`src/shared/sac_pkg.sv`:
```
package sac_pkg;

  // Register byte offsets on the AXI4-Lite slave.
  localparam logic [7:0] OFS_CTRL = 8'h00;
  localparam logic [7:0] OFS_CHAN = 8'h04;
  localparam logic [7:0] OFS_SAMPLE = 8'h08;
  localparam logic [7:0] OFS_EVCTRL = 8'h0c;
  localparam logic [7:0] OFS_INTCTRL = 8'h10;
  localparam logic [7:0] OFS_COMMAND = 8'h14;
  localparam logic [7:0] OFS_INTFLAGS = 8'h18;
  localparam logic [7:0] OFS_RESULT = 8'h1c;

  // Field positions inside the control register.
  localparam int POS_ENABLE = 0;
  localparam int POS_FREE_RUN = 1;
  localparam int POS_RES_SEL = 2;
  localparam int POS_ACCUM = 4;
  localparam int POS_DIV_SEL = 8;
  localparam int POS_REF_SEL = 12;

  // Reset values of the software-visible fields.
  localparam logic [2:0] RST_ACCUM = 3'h0;
  localparam logic [2:0] RST_DIV_SEL = 3'h0;
  localparam logic RST_REF_SEL = 1'b0;
  localparam logic [3:0] RST_CHAN = 4'h0;
  localparam logic [4:0] RST_SAMPLE_LEN = 5'h00;

  // Conversion timing in converter clock cycles, result and accumulator widths, and the accumulation limit.
  localparam logic [5:0] SH_DELAY_CYC = 6'h02;
  localparam int NORMAL_CONV_CYC = 13;
  localparam int RESULT_BITS = 10;
  localparam int ACC_BITS = 16;
  localparam logic [2:0] ACCUM_MAX = 3'h6;

  // AXI responses.
  localparam logic [1:0] RESP_OKAY = 2'h0;
  localparam logic [1:0] RESP_DECERR = 2'h3;

  // Sequencer states, Gray coded along idle, armed, sample, convert.
  typedef enum logic [1:0] {
    SAC_IDLE = 2'h0,
    SAC_ARMED = 2'h1,
    SAC_SAMPLE = 2'h3,
    SAC_CONVERT = 2'h2
  } sac_state_type;

  // Signals driven toward the analog multiplexer and converter core.
  typedef struct packed {
    logic powered;
    logic [3:0] channel;
    logic reference;
    logic sampling;
    logic hold;
    logic [RESULT_BITS-1:0] trial;
  } sac_core_out_type;

  // Signals returned by the converter core.
  typedef struct packed {
    logic cmp_high;
  } sac_core_in_type;

endpackage : sac_pkg

```
`src/rtl/sac_conv_ctrl.sv`:
```
// Decided for this implementation: register access over AXI4-Lite and the register addresses.
`timescale 1ns/1ps
`default_nettype none

module sac_conv_ctrl (
  input wire logic sys_clk,
  input wire logic rst_n,
  input wire logic [7:0] s_axi_awaddr,
  input wire logic s_axi_awvalid,
  output logic s_axi_awready,
  input wire logic [31:0] s_axi_wdata,
  input wire logic [3:0] s_axi_wstrb,
  input wire logic s_axi_wvalid,
  output logic s_axi_wready,
  output logic [1:0] s_axi_bresp,
  output logic s_axi_bvalid,
  input wire logic s_axi_bready,
  input wire logic [7:0] s_axi_araddr,
  input wire logic s_axi_arvalid,
  output logic s_axi_arready,
  output logic [31:0] s_axi_rdata,
  output logic [1:0] s_axi_rresp,
  output logic s_axi_rvalid,
  input wire logic s_axi_rready,
  input wire logic start_event,
  input wire sac_pkg::sac_core_in_type core_in,
  output sac_pkg::sac_core_out_type core_out,
  output logic result_irq
);

  // Returns true when a byte address names one of the mapped registers.
  function automatic logic is_mapped(input logic [7:0] addr);
    is_mapped = (addr == sac_pkg::OFS_CTRL) || (addr == sac_pkg::OFS_CHAN) ||
                (addr == sac_pkg::OFS_SAMPLE) || (addr == sac_pkg::OFS_EVCTRL) ||
                (addr == sac_pkg::OFS_INTCTRL) || (addr == sac_pkg::OFS_COMMAND) ||
                (addr == sac_pkg::OFS_INTFLAGS) || (addr == sac_pkg::OFS_RESULT);
  endfunction : is_mapped

  // Merges new write data into an old word under the byte strobes.
  function automatic logic [31:0] merge(input logic [31:0] old_w, input logic [31:0] new_w,
                                        input logic [3:0] strb);
    logic [31:0] res;
    res = old_w;
    for (int b = 0; b < 4; b++) begin
      if (strb[b]) begin
        res[8*b +: 8] = new_w[8*b +: 8];
      end
    end
    merge = res;
  endfunction : merge

  // Software configuration fields.
  logic enable_q;                   // Converter enable.
  logic free_running_enable_q;      // Free-running mode.
  logic resolution_select_q;        // One selects the reduced 8-bit result.
  logic [2:0] accumulation_count_q; // Log2 of samples per measurement.
  logic [2:0] clock_divider_select_q;
  logic reference_select_q;         // Zero internal reference, one supply.
  logic [3:0] input_channel_select_q;
  logic [4:0] sample_length_q;
  logic start_event_input_enable_q;
  logic result_irq_enable_q;
  logic result_ready_flag_q;
  logic [sac_pkg::ACC_BITS-1:0] result_q;

  // Write channel holding registers; address and data may come in either order.
  logic aw_full_q;
  logic w_full_q;
  logic [7:0] aw_addr_q;
  logic [31:0] w_data_q;
  logic [3:0] w_strb_q;
  logic bvalid_q;
  logic [1:0] bresp_q;
  logic rvalid_q;
  logic [31:0] rdata_q;
  logic [1:0] rresp_q;

  // Sequencer state.
  sac_pkg::sac_state_type state_q;
  logic [7:0] clock_divider_select_cnt_q;
  logic [5:0] cyc_q;
  logic [sac_pkg::RESULT_BITS-1:0] sar_q;
  logic [sac_pkg::RESULT_BITS-1:0] mask_q;
  logic [6:0] samples_done_q;
  logic [sac_pkg::ACC_BITS-1:0] acc_q;
  logic event_prev_q;
  logic [3:0] chan_buf_q;
  logic ref_buf_q;

  // Decoded strobes.
  logic wr_fire;
  logic [31:0] wr_word;
  logic rd_fire;
  logic adc_tick;
  logic [7:0] div_last;
  logic trigger;
  logic active;
  logic sh_cycle;
  logic conv_last;
  logic conv_done;
  logic meas_done;
  logic [sac_pkg::RESULT_BITS-1:0] sample_code;
  logic [6:0] samples_needed;

  // A write is performed once both address and data are held and the old response is gone.
  assign wr_fire = aw_full_q && w_full_q && !bvalid_q;
  assign wr_word = merge(32'h0000_0000, w_data_q, w_strb_q);
  assign rd_fire = s_axi_arvalid && s_axi_arready;
  assign s_axi_awready = !aw_full_q;
  assign s_axi_wready = !w_full_q;
  assign s_axi_arready = !rvalid_q;
  assign s_axi_bvalid = bvalid_q;
  assign s_axi_bresp = bresp_q;
  assign s_axi_rvalid = rvalid_q;
  assign s_axi_rdata = rdata_q;
  assign s_axi_rresp = rresp_q;

  // Write address and data capture, each taken by its own handshake and both released when the write is performed.
  always_ff @(posedge sys_clk or negedge rst_n) begin
    if (!rst_n) begin
      aw_full_q <= 1'b0;
      w_full_q <= 1'b0;
      aw_addr_q <= 8'h00;
      w_data_q <= 32'h0000_0000;
      w_strb_q <= 4'h0;
    end else begin
      if (s_axi_awvalid && !aw_full_q) begin
        aw_full_q <= 1'b1;
        aw_addr_q <= s_axi_awaddr;
      end else if (wr_fire) begin
        aw_full_q <= 1'b0;
      end
      if (s_axi_wvalid && !w_full_q) begin
        w_full_q <= 1'b1;
        w_data_q <= s_axi_wdata;
        w_strb_q <= s_axi_wstrb;
      end else if (wr_fire) begin
        w_full_q <= 1'b0;
      end
    end
  end

  // Write response; unmapped addresses answer with a decode error.
  always_ff @(posedge sys_clk or negedge rst_n) begin
    if (!rst_n) begin
      bvalid_q <= 1'b0;
      bresp_q <= sac_pkg::RESP_OKAY;
    end else if (wr_fire) begin
      bvalid_q <= 1'b1;
      bresp_q <= is_mapped(aw_addr_q) ? sac_pkg::RESP_OKAY : sac_pkg::RESP_DECERR;
    end else if (s_axi_bready) begin
      bvalid_q <= 1'b0;
    end
  end

  // Read path: data is registered one cycle after the address is taken.
  always_ff @(posedge sys_clk or negedge rst_n) begin
    if (!rst_n) begin
      rvalid_q <= 1'b0;
      rdata_q <= 32'h0000_0000;
      rresp_q <= sac_pkg::RESP_OKAY;
    end else if (rd_fire) begin
      rvalid_q <= 1'b1;
      rresp_q <= is_mapped(s_axi_araddr) ? sac_pkg::RESP_OKAY : sac_pkg::RESP_DECERR;
      rdata_q <= 32'h0000_0000;
      case (s_axi_araddr)
        sac_pkg::OFS_CTRL: begin
          rdata_q[sac_pkg::POS_ENABLE] <= enable_q;
          rdata_q[sac_pkg::POS_FREE_RUN] <= free_running_enable_q;
          rdata_q[sac_pkg::POS_RES_SEL] <= resolution_select_q;
          rdata_q[sac_pkg::POS_ACCUM +: 3] <= accumulation_count_q;
          rdata_q[sac_pkg::POS_DIV_SEL +: 3] <= clock_divider_select_q;
          rdata_q[sac_pkg::POS_REF_SEL] <= reference_select_q;
        end
        sac_pkg::OFS_CHAN: rdata_q[3:0] <= input_channel_select_q;
        sac_pkg::OFS_SAMPLE: rdata_q[4:0] <= sample_length_q;
        sac_pkg::OFS_EVCTRL: rdata_q[0] <= start_event_input_enable_q;
        sac_pkg::OFS_INTCTRL: rdata_q[0] <= result_irq_enable_q;
        sac_pkg::OFS_COMMAND: rdata_q[0] <= active;
        sac_pkg::OFS_INTFLAGS: rdata_q[0] <= result_ready_flag_q;
        sac_pkg::OFS_RESULT: rdata_q[sac_pkg::ACC_BITS-1:0] <= result_q;
        default: rdata_q <= 32'h0000_0000;
      endcase
    end else if (s_axi_rready) begin
      rvalid_q <= 1'b0;
    end
  end

  // Configuration registers; values above the accumulation limit are clamped.
  always_ff @(posedge sys_clk or negedge rst_n) begin
    if (!rst_n) begin
      enable_q <= 1'b0;
      free_running_enable_q <= 1'b0;
      resolution_select_q <= 1'b0;
      accumulation_count_q <= sac_pkg::RST_ACCUM;
      clock_divider_select_q <= sac_pkg::RST_DIV_SEL;
      reference_select_q <= sac_pkg::RST_REF_SEL;
      input_channel_select_q <= sac_pkg::RST_CHAN;
      sample_length_q <= sac_pkg::RST_SAMPLE_LEN;
      start_event_input_enable_q <= 1'b0;
      result_irq_enable_q <= 1'b0;
    end else if (wr_fire) begin
      case (aw_addr_q)
        sac_pkg::OFS_CTRL: begin
          if (w_strb_q[0]) begin
            enable_q <= wr_word[sac_pkg::POS_ENABLE];
            free_running_enable_q <= wr_word[sac_pkg::POS_FREE_RUN];
            resolution_select_q <= wr_word[sac_pkg::POS_RES_SEL];
            accumulation_count_q <= (wr_word[sac_pkg::POS_ACCUM +: 3] > sac_pkg::ACCUM_MAX) ?
                                    sac_pkg::ACCUM_MAX : wr_word[sac_pkg::POS_ACCUM +: 3];
          end
          if (w_strb_q[1]) begin
            clock_divider_select_q <= wr_word[sac_pkg::POS_DIV_SEL +: 3];
            reference_select_q <= wr_word[sac_pkg::POS_REF_SEL];
          end
        end
        sac_pkg::OFS_CHAN: if (w_strb_q[0]) input_channel_select_q <= wr_word[3:0];
        sac_pkg::OFS_SAMPLE: if (w_strb_q[0]) sample_length_q <= wr_word[4:0];
        sac_pkg::OFS_EVCTRL: if (w_strb_q[0]) start_event_input_enable_q <= wr_word[0];
        sac_pkg::OFS_INTCTRL: if (w_strb_q[0]) result_irq_enable_q <= wr_word[0];
        default: ;
      endcase
    end
  end

  // Trigger sources; a start while anything is pending or running is dropped.
  assign active = (state_q != sac_pkg::SAC_IDLE);
  assign trigger = enable_q && !active &&
                   ((wr_fire && aw_addr_q == sac_pkg::OFS_COMMAND && wr_word[0]) ||
                    (start_event_input_enable_q && start_event && !event_prev_q));

  // Event edge detection; the event input is taken as synchronous.
  always_ff @(posedge sys_clk or negedge rst_n) begin
    if (!rst_n) begin
      event_prev_q <= 1'b0;
    end else begin
      event_prev_q <= start_event;
    end
  end

  // Power-of-two divider, ratio 2 to 256; the tick is the converter clock edge.
  assign div_last = 8'((9'h002 << clock_divider_select_q) - 9'h001);
  assign adc_tick = enable_q && (clock_divider_select_cnt_q == div_last);

  // Prescaler counter. Restarting it on each trigger trades a little latency
  // for a trigger-to-sample delay that does not depend on prescaler phase.
  always_ff @(posedge sys_clk or negedge rst_n) begin
    if (!rst_n) begin
      clock_divider_select_cnt_q <= 8'h00;
    end else if (!enable_q) begin
      clock_divider_select_cnt_q <= 8'h00;
    end else if (trigger || adc_tick) begin
      clock_divider_select_cnt_q <= 8'h00;
    end else begin
      clock_divider_select_cnt_q <= clock_divider_select_cnt_q + 8'h01;
    end
  end

  // Phase markers within one conversion.
  assign sh_cycle = (state_q == sac_pkg::SAC_SAMPLE) &&
                    (cyc_q == sac_pkg::SH_DELAY_CYC + {1'b0, sample_length_q});
  assign conv_last = (state_q == sac_pkg::SAC_CONVERT) && mask_q[0];
  assign conv_done = conv_last && adc_tick;
  assign samples_needed = 7'(7'h01 << accumulation_count_q);
  assign meas_done = conv_done && (samples_done_q + 7'h01 == samples_needed);

  // Final code of the current sample; the reduced mode drops the two low bits.
  always_comb begin
    sample_code = sar_q;
    if (core_in.cmp_high) begin
      sample_code = sar_q | mask_q;
    end
    if (resolution_select_q) begin
      sample_code[1:0] = 2'h0;
    end
  end

  // Main sequencer: armed waits for the next converter clock edge, sample runs
  // the acquisition window, convert resolves one bit per converter clock.
  always_ff @(posedge sys_clk or negedge rst_n) begin
    if (!rst_n) begin
      state_q <= sac_pkg::SAC_IDLE;
      cyc_q <= 6'h00;
      sar_q <= '0;
      mask_q <= '0;
    end else if (!enable_q) begin
      state_q <= sac_pkg::SAC_IDLE;
      cyc_q <= 6'h00;
      mask_q <= '0;
    end else begin
      case (state_q)
        sac_pkg::SAC_IDLE: begin
          if (trigger) begin
            state_q <= sac_pkg::SAC_ARMED;
          end
        end
        sac_pkg::SAC_ARMED: begin
          if (adc_tick) begin
            state_q <= sac_pkg::SAC_SAMPLE;
            cyc_q <= 6'h00;
          end
        end
        sac_pkg::SAC_SAMPLE: begin
          if (adc_tick) begin
            cyc_q <= cyc_q + 6'h01;
            if (sh_cycle) begin
              state_q <= sac_pkg::SAC_CONVERT;
              sar_q <= '0;
              mask_q <= {1'b1, {(sac_pkg::RESULT_BITS-1){1'b0}}};
            end
          end
        end
        sac_pkg::SAC_CONVERT: begin
          if (adc_tick) begin
            sar_q <= sample_code;
            mask_q <= mask_q >> 1;
            if (mask_q[0]) begin
              // More samples, or free-running, go back to armed and wait one converter clock.
              state_q <= (!meas_done || free_running_enable_q) ?
                         sac_pkg::SAC_ARMED : sac_pkg::SAC_IDLE;
            end
          end
        end
        default: state_q <= sac_pkg::SAC_IDLE;
      endcase
    end
  end

  // Accumulator; 16 bits hold 64 samples of 10 bits without overflow.
  always_ff @(posedge sys_clk or negedge rst_n) begin
    if (!rst_n) begin
      acc_q <= '0;
      samples_done_q <= 7'h00;
    end else if (!enable_q || trigger) begin
      acc_q <= '0;
      samples_done_q <= 7'h00;
    end else if (meas_done) begin
      acc_q <= '0;
      samples_done_q <= 7'h00;
    end else if (conv_done) begin
      acc_q <= acc_q + {{(sac_pkg::ACC_BITS-sac_pkg::RESULT_BITS){1'b0}}, sample_code};
      samples_done_q <= samples_done_q + 7'h01;
    end
  end

  // Result register loads the final sum at the end of the measurement.
  always_ff @(posedge sys_clk or negedge rst_n) begin
    if (!rst_n) begin
      result_q <= '0;
    end else if (meas_done) begin
      result_q <= acc_q + {{(sac_pkg::ACC_BITS-sac_pkg::RESULT_BITS){1'b0}}, sample_code};
    end
  end

  // Result-ready flag: set wins over a same-cycle read or write-one clear.
  always_ff @(posedge sys_clk or negedge rst_n) begin
    if (!rst_n) begin
      result_ready_flag_q <= 1'b0;
    end else if (meas_done) begin
      result_ready_flag_q <= 1'b1;
    end else if ((rd_fire && s_axi_araddr == sac_pkg::OFS_RESULT) ||
                 (wr_fire && aw_addr_q == sac_pkg::OFS_INTFLAGS && wr_word[0])) begin
      result_ready_flag_q <= 1'b0;
    end
  end

  // Interrupt request is gated by its enable only; the flag itself is not.
  always_ff @(posedge sys_clk or negedge rst_n) begin
    if (!rst_n) begin
      result_irq <= 1'b0;
    end else begin
      result_irq <= result_ready_flag_q && result_irq_enable_q;
    end
  end

  // Selection buffer follows software except while a conversion holds it;
  // it reopens in the last converter cycle so a free-run restart picks it up.
  always_ff @(posedge sys_clk or negedge rst_n) begin
    if (!rst_n) begin
      chan_buf_q <= sac_pkg::RST_CHAN;
      ref_buf_q <= sac_pkg::RST_REF_SEL;
    end else if (state_q == sac_pkg::SAC_IDLE || state_q == sac_pkg::SAC_ARMED ||
                 conv_last) begin
      chan_buf_q <= input_channel_select_q;
      ref_buf_q <= reference_select_q;
    end
  end

  // Core-facing outputs, all from flip-flops.
  always_ff @(posedge sys_clk or negedge rst_n) begin
    if (!rst_n) begin
      core_out <= '0;
    end else begin
      core_out.powered <= enable_q;
      core_out.channel <= chan_buf_q;
      core_out.reference <= ref_buf_q;
      // Gated by enable so an abort never shows sampling on an unpowered core.
      core_out.sampling <= enable_q && (state_q == sac_pkg::SAC_SAMPLE);
      core_out.hold <= sh_cycle && adc_tick;
      core_out.trial <= sar_q | mask_q;
    end
  end

endmodule : sac_conv_ctrl

`default_nettype wire

```
`config.mk`:
```
export PLATFORM = sky130hd
export DESIGN_NAME = sac_conv_ctrl
export DESIGN_NICKNAME = d
export VERILOG_FILES = /design/src/shared/sac_pkg.sv /design/src/rtl/sac_conv_ctrl.sv
export SDC_FILE = /design/constraint.sdc
export NUM_CORES = 1
export LEC_CHECK = 0
export BUFFER_PORTS_ARGS = -buffer_cell sky130_fd_sc_hd__buf_2
export CAP_MARGIN = 30
export CORE_ASPECT_RATIO = 1.25
export CORE_MARGIN = 1.5
export CORE_UTILIZATION = 55
export DETAILED_ROUTE_END_ITERATION = 8
export PLACE_DENSITY = 0.78
export SYNTH_ARGS = -nofsm -noshare
export SYNTH_HDL_FRONTEND = slang
export SYNTH_SLANG_ARGS = --single-unit
```
`constraint.sdc`:
```
create_clock -name sys_clk -period 8.3 [get_ports sys_clk]
set_clock_uncertainty 0.2 [all_clocks]
set_input_delay 1.66 -clock sys_clk [delete_from_list [all_inputs] [get_ports sys_clk]]
set_output_delay 1.66 -clock sys_clk [all_outputs]
set_load 0.03 [all_outputs]
```
## Word level (Yosys, flattened, before mapping)

Index checks and enable logic that the tools add are counted.

| storage, ports and cells | value |
|---|---|
| input bits | 61 |
| bits in registers | 169 |
| output and inout bits | 60 |
| logic and storage cells | 207 |

| cells by class | value |
|---|---|
| magnitude comparators | 1 |
| equal/unequal tests | 31 |
| reductions and logical operators | 72 |
| $add $sub $neg | 6 |
| shift operators | 2 |
| bitwise logic cells | 1 |
| muxes and demuxes | 55 |

Operators with widths:

| operator | count |
|---|---|
| 10-bit 2-to-1 mux | 8 |
| 8-bit by 5-bit == test with 1-bit output (second input constant) | 8 |
| 16-bit 2-to-1 mux | 3 |
| 10-bit case mux with 2 select lines | 2 |
| 8-bit by 4-bit == test with 1-bit output (second input constant) | 4 |
| 7-bit 2-to-1 mux | 4 |
| 1-bit logical AND | 22 |
| 1-bit logical OR | 21 |
| 3-bit AND reduction | 7 |
| 2-bit 2-to-1 mux | 10 |
| 6-bit 2-to-1 mux | 3 |
| 3-bit inequality test (second input constant) | 6 |
| 16-bit by 10-bit adder with 16-bit output | 1 |
| 8-bit by 3-bit == test with 1-bit output (second input constant) | 2 |
| 8-bit logical NOT | 2 |
| 8-bit 2-to-1 mux | 2 |
| 2-bit case mux with 4 select lines | 2 |
| 2-bit nonzero test | 7 |
| 1-bit 2-to-1 mux | 12 |
| 6-bit case mux with 2 select lines | 1 |
| 10-bit bitwise OR | 1 |
| 8-bit by 1-bit adder with 8-bit output (second input constant) | 1 |
| 8-bit == test | 1 |
| 1-bit logical NOT | 8 |
| 24 further kinds | 30 |

## Depth between registers and ports, before layout

Gate-level depths: netlist of run 1.

| depth | value |
|---|---|
| depth after elaboration | 13 |
| mapped depth | 12 |
| gate-level depth less buffers | 11 |

## Worst setup path after synthesis of run 1

OpenSTA, ideal clock, no wires.

| timing | value |
|---|---|
| path kind | input -> register |
| from | input core_in |
| to | register result_q[10] in the netlist's numbering |
| stages on the path | 12 |
| slack | 4,010 ps |
| setup time | 125 ps |
| buffers on the path | 1 |
| arrival time | 3,965 ps |
| data required time | 7,975 ps |
| path through | clkbuf_1 -> a21oi_1 -> nor2_1 -> ha_1 -> fa_1 -> a21o_1 -> a221oi_1 -> o211ai_1 -> o21ai_0 -> or2_2 -> nand2_1 -> mux2_4 |

| between the ends | value |
|---|---|
| word-level cells in the longest chain between the ends | 3 |

Ends and longest elaborated chain:

| item | line | source |
|---|---|---|
| start, declared | sac_conv_ctrl.sv:26 | `input wire sac_pkg::sac_core_in_type core_in,` |
| 10-bit 2-to-1 mux (*) | sac_conv_ctrl.sv:270 | `if (core_in.cmp_high) begin` |
| 2-bit 2-to-1 mux | sac_conv_ctrl.sv:273 | `if (resolution_select_q) begin` |
| 16-bit by 10-bit adder with 16-bit output (*) | sac_conv_ctrl.sv:351 | `result_q <= acc_q + {{(sac_pkg::ACC_BITS-sac_pkg::RESULT_BITS){1'b0}}, sample_code};` |
| end signal, assigned | sac_conv_ctrl.sv:351 |  |
| end, declared | sac_conv_ctrl.sv:64 | `logic [sac_pkg::ACC_BITS-1:0] result_q;` |

Every way passes the cells marked *; elsewhere a longest branch is shown, timed or not.
A chain may end at the register's enable or synchronous reset.

## Worst setup path in the final report of run 1

| timing | value |
|---|---|
| from | input core_in |
| to | register acc_q[14] in the netlist's numbering |

| between the ends | value |
|---|---|
| word-level cells in the longest chain between the ends | 6 |

Ends and longest elaborated chain:

| item | line | source |
|---|---|---|
| 10-bit 2-to-1 mux (*) | sac_conv_ctrl.sv:270 |  |
| 2-bit 2-to-1 mux | sac_conv_ctrl.sv:273 |  |
| 16-bit by 10-bit adder with 16-bit output (*) | sac_conv_ctrl.sv:341 | `acc_q <= acc_q + {{(sac_pkg::ACC_BITS-sac_pkg::RESULT_BITS){1'b0}}, sample_code};` |
| 16-bit 2-to-1 mux (*) | sac_conv_ctrl.sv:340 | `end else if (conv_done) begin` |
| 16-bit 2-to-1 mux (*) | sac_conv_ctrl.sv:337 | `end else if (meas_done) begin` |
| 16-bit 2-to-1 mux (*) | sac_conv_ctrl.sv:334 | `end else if (!enable_q \|\| trigger) begin` |
| end signal, assigned | sac_conv_ctrl.sv:341 |  |
| end, declared | sac_conv_ctrl.sv:85 | `logic [sac_pkg::ACC_BITS-1:0] acc_q;` |

Every way passes the cells marked *; elsewhere a longest branch is shown, timed or not. The select of a mux whose other input is x is not followed.

==> results of run 1 <==
==> area by class of cell <==
cell class | instances | area, um^2
Sequential cell | 165 | 4130
Multi-Input combinational cell | 542 | 3630
Tap cell | 178 | 223
Clock buffer | 17 | 425
Timing Repair Buffer | 86 | 470
Inverter | 11 | 41.3
Fill cell | 1133 | 5150
Clock inverter | 15 | 213
==> synth_stat cells (7+ instances only) <==
cell type / instances
or3_1: 7
o21ai_0: 35
a22o_1: 13
or2_2: 14
and2_1: 7
a21oi_1: 31
inv_1: 11
nor3_1: 11
nand3_1: 22
ha_1: 15
xnor2_1: 15
a211oi_1: 11
a21o_1: 27
mux2_2: 51
o21ai_2: 10
buf_4: 18
nor2_1: 38
and3_1: 10
xor2_1: 17
o21ai_1: 13
clkbuf_1: 26
nor4_1: 7
dfrtp_1: 165
nand2_1: 87
o211ai_1: 7
==> stage by stage <==
stage | cells | worst slack, ns | total power, mW | instance area (um^2) | util (%)
finish | 1014 | 3.99 | 2.20 | 9130 | 63.9
global placement | 979 | 3.70 | 1.33 | 8450 | 59.2
CTS | 1013 | 4.03 | 2.21 | 9110 | 63.7
detailed placement | 981 | 3.62 | 1.36 | 8470 | 59.3
global route | 1014 | 3.78 | 2.29 | 9130 | 63.9
floorplan | 767 | 4.01 | 1.25 | 8070 | -
==> flip-flops by register name (all words and copies together) (netlist names), 5 cells and up <==
register,count
result_q,16
w_data_q,11
aw_addr_q,8
s_axi_rdata,16
acc_q,16
core_out,18
sample_length_q,5
samples_done_q,7
clock_divider_select_cnt_q,8
sar_q,10
mask_q,10
cyc_q,6
==> critical path, delay by kind of cell <==
kind            cells  cell delay (ns)
compound gates      8             1.94
fa+ha+maj           2             0.65
buf+inv             1             0.18
simple gates        1             0.07
==> routing by layer <==
layer  vias to the layer above  global-route usage (%)  share of wire [%]
met5                         -                       0                  0
met4                         0                    12.7                4.0
met3                        57                    5.29                3.8
met2                       164                    43.3                 53
met1                      2985                    28.0                 39
li1                       2789                       -                  -
==> cell families after synthesis <==
family / after synthesis / synth area share (%)
and+or+nand+nor: 248 / 16.1
AOI/OAI and AO/OA: 175 / 14.6
DFF: 165 / 51.6
buffers and inverters: 60 / 3.80
muxes: 55 / 7.86
xor gates and xnor gates: 32 / 3.50
adders and majority gates: 16 / 2.59
other: 1 / 0.0468
==> path summary, 6_finish.rpt <==
path	from	end	slack, ns
worst max-delay path	core_in	acc_q[14]	3.99
worst min-delay path	chan_buf_q[1]	core_out[14]	0.17
worst max register to register	clock_divider_select_q[2]	samples_done_q[1]	4.25
worst min register to register	chan_buf_q[1]	core_out[14]	0.17
max in group asynchronous	rst_n	s_axi_rvalid	5.75
min in group asynchronous	rst_n	core_out[5]	1.07
==> power by group <==
group	switching [mW]	internal, mW	leakage, nW	total (mW)
Sequential	0.0997	0.894	2.18	0.994
Clock	0.343	0.511	0.313	0.854
Combinational	0.205	0.147	2.05	0.353
Total	0.648	1.55	4.53	2.20
==> cells in the final DEF (no fill, tap or decap), types with 7 or more instances in the layout <==
| master | count |
|---|---|
| dfrtp_1 | 165 |
| nand2_1 | 87 |
| buf_2 | 81 |
| mux2_2 | 51 |
| nor2_1 | 38 |
| o21ai_0 | 35 |
| a21oi_1 | 31 |
| a21o_1 | 27 |
| nand3_1 | 22 |
| xor2_1 | 17 |
| clkbuf_16 | 17 |
| conb_1 | 16 |
| xnor2_1 | 15 |
| ha_1 | 15 |
| or2_2 | 14 |
| a22o_1 | 13 |
| o21ai_1 | 13 |
| nor3_1 | 11 |
| inv_1 | 11 |
| a211oi_1 | 11 |
| and3_1 | 10 |
| o21ai_2 | 10 |
| or3_1 | 7 |
| o211ai_1 | 7 |
| and2_1 | 7 |
| nor4_1 | 7 |
==> results by group, run 1 <==
Place
  – Hpwl dp: 12700 um
  – GP Congestion: 0.845
  – Port-buffer cells: 81

Clock tree
  – Clk_lat worst skew: 0.44 ns
  – Post-CTS setup buffers: 0
  – CTS sink cnt: 165
  – Hold bufs inserted after CTS: 0
  – CTS tree: built
  – Post-cts resize count: 0
  – H-tree depth: 4
  – CTS Buffer Depth: 2
  – TritonCTS Buffers: 17
  – Clk root buf: clkbuf_16
  – Clk slew on worst S/H paths: 0.07 ns

Power and ir drop
  – LEAKAGE: 4.53 nW
  – PD cells: 241 mW/mm^2
  – Max IR drop VDD: 0.181 mV

Yosys
  – Synth warn: 0
  – Post-synth cell types: 65
  – Post-synthesis register bit count: 165
  – Gate Count Post-Synth: 752
  – Dominant synthesized flop cell: dfrtp_1
  – Cell taking the most area after synthesis: dfrtp_1
  – Post-synth EDFFs: 0
  – Dominant cells by area after synthesis: dfrtp_1, mux2_2, nand2_1, a21o_1, ha_1
  – Yosys top cell area share: 51.6%
  – Synth Cell Area: 0.00801 mm^2
  – Post-synthesis sequential area ratio: 51.6%
  – Post-synth ARST share: 100%
  – Avg Cell Area, Syn: 10.7 um^2

Routing
  – Post-route ant nets: 0
  – First-pass DRT Iterations: 5
  – WL per Instance: 17.8 um
  – Initial DRC Count: 434
  – Routed WL: 18000 um
  – Vias per inst: 5.91
  – DRC viols: 0
  – Vias post-DR: 5995

GRT
  – Gr ovfl total: 0
  – Initial antenna violation count: 0
  – Number of global-route vias before repair: 5934
  – GRT Overall Usage: 24.4%
  – Global-route wire length before repair: 29300 um
  – Largest net degree at the start of global routing: 88

Outcome
  – Outcome: completed

Timing
  – Max Clock Freq: 0.232 GHz
  – Worst-Margin Slew: 1.02 ns
  – Max-slew headroom: 32.3%
  – Final TNS setup: 0 ns
  – Max-slew violation count: 0
  – Final hold viol count: 0
  – Hold WS: 0.172 ns
  – RSZ-0062 raised after global routing: no
  – Final period utilization: 51.9%
  – Fin crit period: 4.31 ns
  – Final setup violation count: 0

Die
  – Initial Util: 56.1%
  – Core area: 0.0143 mm^2
  – Num ports: 121
  – Die H: 138 um
  – Area of the die: 0.0153 mm^2
  – Site row count: 49
  – Die Wd: 111 um

Critical path
  – R2R depth: 8
  – CP arrival: 4.49 ns
  – Slowest cell delay on critical path: 0.45 ns
  – Critical Path End Type: register
  – CP required: 8.48 ns
  – Slowest CP cell: a221oi_1
  – Critical path class: in -> reg
  – Crit-path cells: buf_2, a21oi_1, nor2_1, ha_1, fa_1, a21o_1, a221oi_1, o211ai_1, o21ai_0, o21ai_0, a211oi_1, a21o_1
  – Critical Path Fanout Max: 11
  – Crit path launch type: input pin

Run
  – Max-cap violations: 0

Finish
  – Layout net count: 900
  – P&R area growth vs syn: 14.0%
  – Layout cells sized above 1: 24.6%
  – Ant. Diodes: 0

Hold path
  – Hold depth: 0
  – Hold crit path type: reg -> reg
(Power assumes the default switching activity.)
==> inputs of run 2 (changes only) <==
ABC_AREA = 1   (was default)
clock period = 4 ns   (was 8.3 ns; I/O delays follow)
==> run 2 against run 1 <==
- via count increased by 15%
- wire length rose by 1.8%
- area after synthesis rose by 3.9%
- largest cell class unchanged
- core utilization is 0.79 points lower
- largest power group unchanged
- synthesized cell count grew 36%
- critical path depth increased by 2
- cell count rose by 28%
- register-to-register slack worse by 3.3 ns
- worst hold slack improved by 0.0063 ns
- clock power up 90%
- combinational power is 130% higher
==> results by group, run 2 <==
Yosys
  – Most frequent cell after synthesis: nand2_1
  – Synth Cell Area: 0.00832 mm^2 (+3.9%)
  – Post-synthesis sequential area ratio: 49.6% (-1.9 points)
  – Post-synth cell types: 46 (-29%)
  – Avg Cell Area, Syn: 8.16 um^2 (-23%)
  – Cell taking the most area after synthesis: dfrtp_1
  – Post-synth EDFFs: 0 (unchanged)
  – Post-synthesis register bit count: 165 (unchanged)
  – Synth warn: 0 (unchanged)
  – Gate Count Post-Synth: 1020 (+36%)
  – Dominant cells by area after synthesis: dfrtp_1, nand2_1, nand3_1, inv_1, nor2_1
  – Top post-synthesis cells by count: nand2_1, dfrtp_1, inv_1
  – Yosys top cell area share: 49.6% (-1.9 points)
  – Post-synth ARST share: 100% (unchanged)
  – Dominant synthesized flop cell: dfrtp_1

Clock tree
  – Clk root buf: clkbuf_16
  – Post-cts resize count: 0 (unchanged)
  – Clk slew on worst S/H paths: 0.07 ns (about the same)
  – CTS sink cnt: 165 (unchanged)
  – H-tree depth: 4 (unchanged)
  – Clk_lat worst skew: 0.43 ns (about the same)
  – TritonCTS Buffers: 17 (unchanged)
  – Post-CTS setup buffers: 0 (unchanged)
  – Hold bufs inserted after CTS: 0 (unchanged)
  – CTS Buffer Depth: 2 (unchanged)
  – CTS tree: built

Place
  – Port-buffer cells: 81 (unchanged)
  – Pre-CTS setup slack: 0.971 ns (-2.65 ns)
  – Placement Cell Area: 0.00881 mm^2 (+4.1%)
  – GP Congestion: 0.846 (about the same)
  – Hpwl dp: 13100 um (+3.3%)

GRT
  – Global-route wire length before repair: 31000 um (+5.8%)
  – Initial antenna violation count: 0 (unchanged)
  – Largest net degree at the start of global routing: 91 (+3.4%)
  – GRT Overall Usage: 24.3% (-0.13 points)
  – Gr ovfl total: 0 (unchanged)
  – Number of global-route vias before repair: 6586 (+11%)

Finish
  – Most frequent cells in the layout: nand2_1, dfrtp_1, inv_1, nand3_1, buf_2
  – Most common cell after layout, fill and taps aside: nand2_1
  – P&R area growth vs syn: 13.0%
  – Layout cells sized above 1: 14.3% (-10 points)
  – Max FFs per register: 18 (unchanged)
  – Ant. Diodes: 0 (unchanged)
  – Layout net count: 1176 (+31%)
  – Design Area, Final: 0.00940 mm^2 (+2.9%)
  – Finished Core Util: 63.2% (-0.79 points)
  – Biggest register: core_out

Timing
  – RSZ-0062 raised after global routing: no
  – Max-slew headroom: 35.4% (+3.1 points)
  – Max Clock Freq: 0.328 GHz
  – Final period utilization: 76.3%
  – Hold WS: 0.178 ns (+0.00626 ns)
  – Final TNS setup: 0 ns (unchanged)
  – Final hold viol count: 0 (unchanged)
  – Final Worst Setup Slack: 0.949 ns (-3.04 ns)
  – Final setup violation count: 0 (unchanged)
  – Fin crit period: 3.05 ns
  – Max-slew violation count: 0 (unchanged)
  – Worst-Margin Slew: 0.966 ns (-0.0499 ns)

Routing
  – Vias post-DR: 6867 (+15%)
  – DRC viols: 0 (unchanged)
  – Vias per inst: 5.31 (-10%)
  – WL per Instance: 14.2 um (-20%)
  – Routed WL: 18300 um (+1.8%)
  – Post-route ant nets: 0 (unchanged)
  – Initial DRC Count: 383 (-12%)
  – First-pass DRT Iterations: 5 (unchanged)

Hold path
  – Hold crit path type: reg -> reg

Die
  – Initial Util: 55.9% (-0.17 points)
  – Die Wd: 113 um (+1.9%)
  – Area of the die: 0.0159 mm^2 (+3.8%)
  – Die H: 141 um (+1.9%)
  – Core area: 0.0149 mm^2 (+4.2%)
  – Site row count: 50 (+2.0%)
  – Num ports: 121 (unchanged)

Power and ir drop
  – LEAKAGE: 4.87 nW (+7.4%)
  – Max IR drop VDD: 0.252 mV (+39%)
  – PD cells: 471 mW/mm^2 (+95%)

Run
  – Max-cap violations: 0 (unchanged)

Critical path
  – Critical Path End Type: register
  – Critical Path Fanout Max: 23 (+12)
  – CP arrival: 3.21 ns (-1.28 ns)
  – Critical path class: reg -> reg
  – CP required: 4.16 ns (-4.32 ns)
  – Crit path launch type: register

Outcome
  – Outcome: completed
==> run 2: cell count changes after synthesis, sizes merged, moves of 26 or more <==
cell	before	now
nand2	87	327
a21o	27	1
nor2	38	77
nand3	22	99
mux2	54	9
inv	11	104
==> run 2: path summary, 6_finish.rpt <==
kind                                                 from            to  slack (ns)  cells past startpoint
worst min-delay path                        chan_buf_q[3]  core_out[16]        0.18                      0
worst max-delay path            clock_divider_select_q[1]     acc_q[10]        0.95                     14
worst max register to register  clock_divider_select_q[1]     acc_q[10]        0.95                     14
worst min register to register              chan_buf_q[3]  core_out[16]        0.18                      0
min in group asynchronous                           rst_n     acc_q[15]        0.24                      1
max in group asynchronous                           rst_n     acc_q[13]        2.53                      2
==> run 2: worst max-delay path: stages (launching register included) <==
cell	delay, ns
dfrtp_1	0.51
nor2_4	0.19
nand2_1	0.08
ha_1	0.31
nand2_1	0.09
nand2_1	0.05
nor2_1	0.12
nand3_1	0.13
nor2_4	0.16
nand3_2	0.18
nor2_2	0.18
nand2_2	0.08
nor2_4	0.45
nand2_1	0.14
nand2_1	0.10
==> run 2: power by group <==
part,internal [mW],switching [mW]
registers,1.85,0.127
clock network,0.886,0.738
logic,0.248,0.578
==> run 2: cell type report <==
| cell class | count | area [um^2] |
|---|---|---|
| fillers | 1259 | 5490 |
| flip-flops and latches | 165 | 4130 |
| multi-input cells | 724 | 3600 |
| repair buffers | 86 | 462 |
| clock buffers | 17 | 425 |
| inverters | 105 | 397 |
| well taps | 182 | 228 |
| clock inverters | 15 | 164 |
==> run 2: metal layers <==
layer  vias to the layer above  GRT usage [%]  routed length [um]
li1                       3405              -                   -
met2                       140           43.0                9340
met5                         -              0                   0
met1                      3288           30.5                7970
met3                        34           3.89                 650
met4                         0           7.70                 364
==> run 2: through the flow <==
step | std cells | power, mW
after floorplan | 1035 | 2.60
after global placement | 1262 | 2.80
after detailed placement | 1262 | 2.83
after CTS | 1294 | 4.45
after global routing | 1294 | 4.62
final | 1294 | 4.42
==> run 2: logic make-up (layout without fill, tap and decap cells) <==
group                    count (synthesis)  after routing  share of synthesized area [%]
XOR/XNOR                                24             24                           2.53
other                                    1             16                         0.0451
AND/OR/NAND/NOR                        551            551                           28.9
multiplexers                            10             10                           1.34
buffers and inverters                  146            223                           7.83
flip-flops                             165            165                           49.6
AO/OA/AOI/OAI                          107            107                           7.29
adder cells (fa/ha/maj)                 16             16                           2.50
==> inputs of run 3 (changes only) <==
ABC_AREA = 0   (was 1)
clock period = 3.18 ns   (was 4 ns; I/O delays follow)
==> run 3 against run 2 <==
- clock-buffer cell count up 1
- global-route usage down 0.34 points
- cell area up 1.5%
- cell count down 19%
- critical path type unchanged
- critical endpoint is now result_q[10]
- highest routed layer unchanged
==> results by group, run 3 (same netlist as run 1, synthesis figures left out) <==
Outcome
  – Outcome: completed

Finish
  – Post-route insts no fill: 1048 (-19%)
  – Layout cells sized above 1: 30.0% (+16 points)
  – Most common cell after layout, fill and taps aside: dfrtp_1
  – P&R area growth vs syn: 19.2%
  – Finished Core Util: 66.8% (+3.7 points)
  – Layout net count: 934 (-21%)
  – Max FFs per register: 18 (unchanged)
  – Design Area, Final: 0.00955 mm^2 (+1.5%)
  – Biggest register: core_out
  – # fillers: 1107 (-12%)
  – Ant. Diodes: 0 (unchanged)
  – Most frequent cells in the layout: dfrtp_1, nand2_1, buf_2, mux2_2, nor2_1

Place
  – Hpwl dp: 12900 um (-1.6%)
  – GP Congestion: 0.884 (+4.6%)
  – Placed instance count: 1013 (-20%)
  – Placement Cell Area: 0.00883 mm^2 (+0.14%)
  – Pre-CTS setup slack: -0.235 ns (-1.21 ns)
  – Port-buffer cells: 81 (unchanged)

GRT
  – Met1 Use GR: 28.4% (-2.0 points)
  – Gr ovfl total: 0 (unchanged)
  – Met2 usage: 42.2% (-0.82 points)
  – Initial antenna violation count: 0 (unchanged)
  – Routing usage on met3: 4.33% (+0.43 points)
  – GR peak layer: met2
  – GRT Overall Usage: 24.0% (-0.34 points)
  – Largest net degree at the start of global routing: 60 (-34%)
  – Number of global-route vias before repair: 5998 (-8.9%)
  – Global-route wire length before repair: 29000 um (-6.3%)

Die
  – Site row count: 49 (-2.0%)
  – Num ports: 121 (unchanged)
  – Area of the die: 0.0153 mm^2 (-3.7%)
  – Initial Util: 56.1% (+0.17 points)
  – Core area: 0.0143 mm^2 (-4.1%)
  – Die Wd: 111 um (-1.9%)
  – Die H: 138 um (-1.9%)

Critical path
  – Critical path class: reg -> reg
  – Critical Path Fanout Max: 30 (+30%)
  – CP arrival: 3.30 ns (+0.09 ns)
  – Crit path launch type: register
  – Buf/Inv on CP: 2 (+2)
  – Critical Path End Type: register
  – CP top delay family: simple AND/OR/NAND/NOR gates
  – Crit-path cells: or3_4, ha_4, xor2_1, nand2_1, or4_4, buf_4, nor4_4, o211ai_1, buf_12, mux2_4
  – Slowest cell delay on critical path: 0.57 ns (+0.06 ns)
  – Slowest CP cell: or4_4
  – CP required: 3.30 ns (-0.86 ns)

Routing
  – Initial DRC Count: 347 (-9.4%)
  – WL per Instance: 16.9 um (+19%)
  – Vias per inst: 5.75 (+8.4%)
  – DRC viols: 0 (unchanged)
  – First-pass DRT Iterations: 4 (-1)
  – Post-route ant nets: 0 (unchanged)
  – Routed WL: 17700 um (-3.5%)
  – Vias post-DR: 6026 (-12%)

Timing
  – Final setup violation count: 0 (unchanged)
  – Max-slew violation count: 0 (unchanged)
  – Hold WS: 0.123 ns (-0.0557 ns)
  – Worst-Margin Slew: 0.683 ns (-0.282 ns)
  – RSZ-0062 raised after global routing: yes
  – Final period utilization: 99.9% (+24 points)
  – Max-slew headroom: 54.0% (+19 points)
  – Fin crit period: 3.18 ns (+0.126 ns)
  – Max Clock Freq: 0.315 GHz (-4.0%)
  – Final Worst Setup Slack: 0.00345 ns (-0.946 ns)
  – Final hold viol count: 0 (unchanged)

Clock tree
  – Clk_lat worst skew: 0.43 ns (about the same)
  – CTS tree: built
  – Clk slew on worst S/H paths: 0.07 ns (about the same)
  – TritonCTS Buffers: 17 (unchanged)
  – Clk root buf: clkbuf_16
  – CTS sink cnt: 165 (unchanged)
  – H-tree depth: 4 (unchanged)
  – CTS Buffer Depth: 2 (unchanged)

Power and ir drop
  – Max IR drop VDD: 0.561 mV (+120%)
  – PD cells: 601 mW/mm^2 (+28%)
  – LEAKAGE: 4.72 nW (-3.2%)

Hold path
  – Hold crit path type: in -> reg

Run
  – Max-cap violations: 0 (unchanged)
run 3: changes by cell type in the layout (fill, tap and decap cells not counted), sizes merged, moves of 9 or more:
cell | previous run | this run
nand2 | 327 | 87
inv | 112 | 15
nand3 | 99 | 22
mux2 | 9 | 54
nor2 | 77 | 38
buf | 86 | 119
a21o | 1 | 27
o21ai | 38 | 58
a21oi | 46 | 31
a211oi | 0 | 11
and3 | 0 | 10
or3 | 0 | 9
run 3: through the flow:
| stage | setup TNS, ns | total power [mW] |
|---|---|---|
| finish | 0 | 5.74 |
| global route | -2.11 | 6.00 |
| CTS | -0.00594 | 5.74 |
| detailed placement | -1.26 | 3.65 |
| global placement | -0.645 | 3.59 |
| floorplan | -0.227 | 3.32 |
run 3: layout make-up:
type,instances,area [um^2],share of cell area [%]
clock buffers,18,429,4.50
clock inverters,14,175,1.83
inverters,11,41.3,0.433
multi-input cells,542,3790,39.7
flip-flops and latches,165,4130,43.3
well taps,178,223,2.33
repair buffers,120,756,7.92
run 3: timing repair:
action                     CTS  global route
setup buffers                1             1
hold buffers                 1             0
pin swaps                    1             1
setup endpoints to repair   14            60
cloned                       0             0
resized for setup            3            18
hold endpoints to repair    37             0
run 3: worst paths after layout:
check	startpoint	to	slack, ns	depth (start not counted)
setup / recovery	clock_divider_select_q[1]	result_q[10]	0.003	10
hold / removal	start_event	event_prev_q	0.12	1
setup reg to reg	clock_divider_select_q[1]	result_q[10]	0.003	10
hold reg to reg	chan_buf_q[1]	core_out[14]	0.17	0
max in group asynchronous	rst_n	w_data_q[9]	1.52	3
min in group asynchronous	rst_n	core_out[5]	0.47	2
run 3: metal layers:
layer / part of all wire, % / vias up
li1: - / 2861
met1: 40 / 2990
met2: 53 / 135
met3: 3.6 / 40
met4: 3.4 / 0
met5: 0 / -
run 3: where the power goes:
group          internal [mW]  switching [mW]  total, mW  leakage, nW
registers               2.33           0.225       2.56         2.18
clock network           1.18           0.905       2.09        0.290
logic                  0.476           0.613       1.09         2.25
total                   3.99            1.74       5.74         4.72
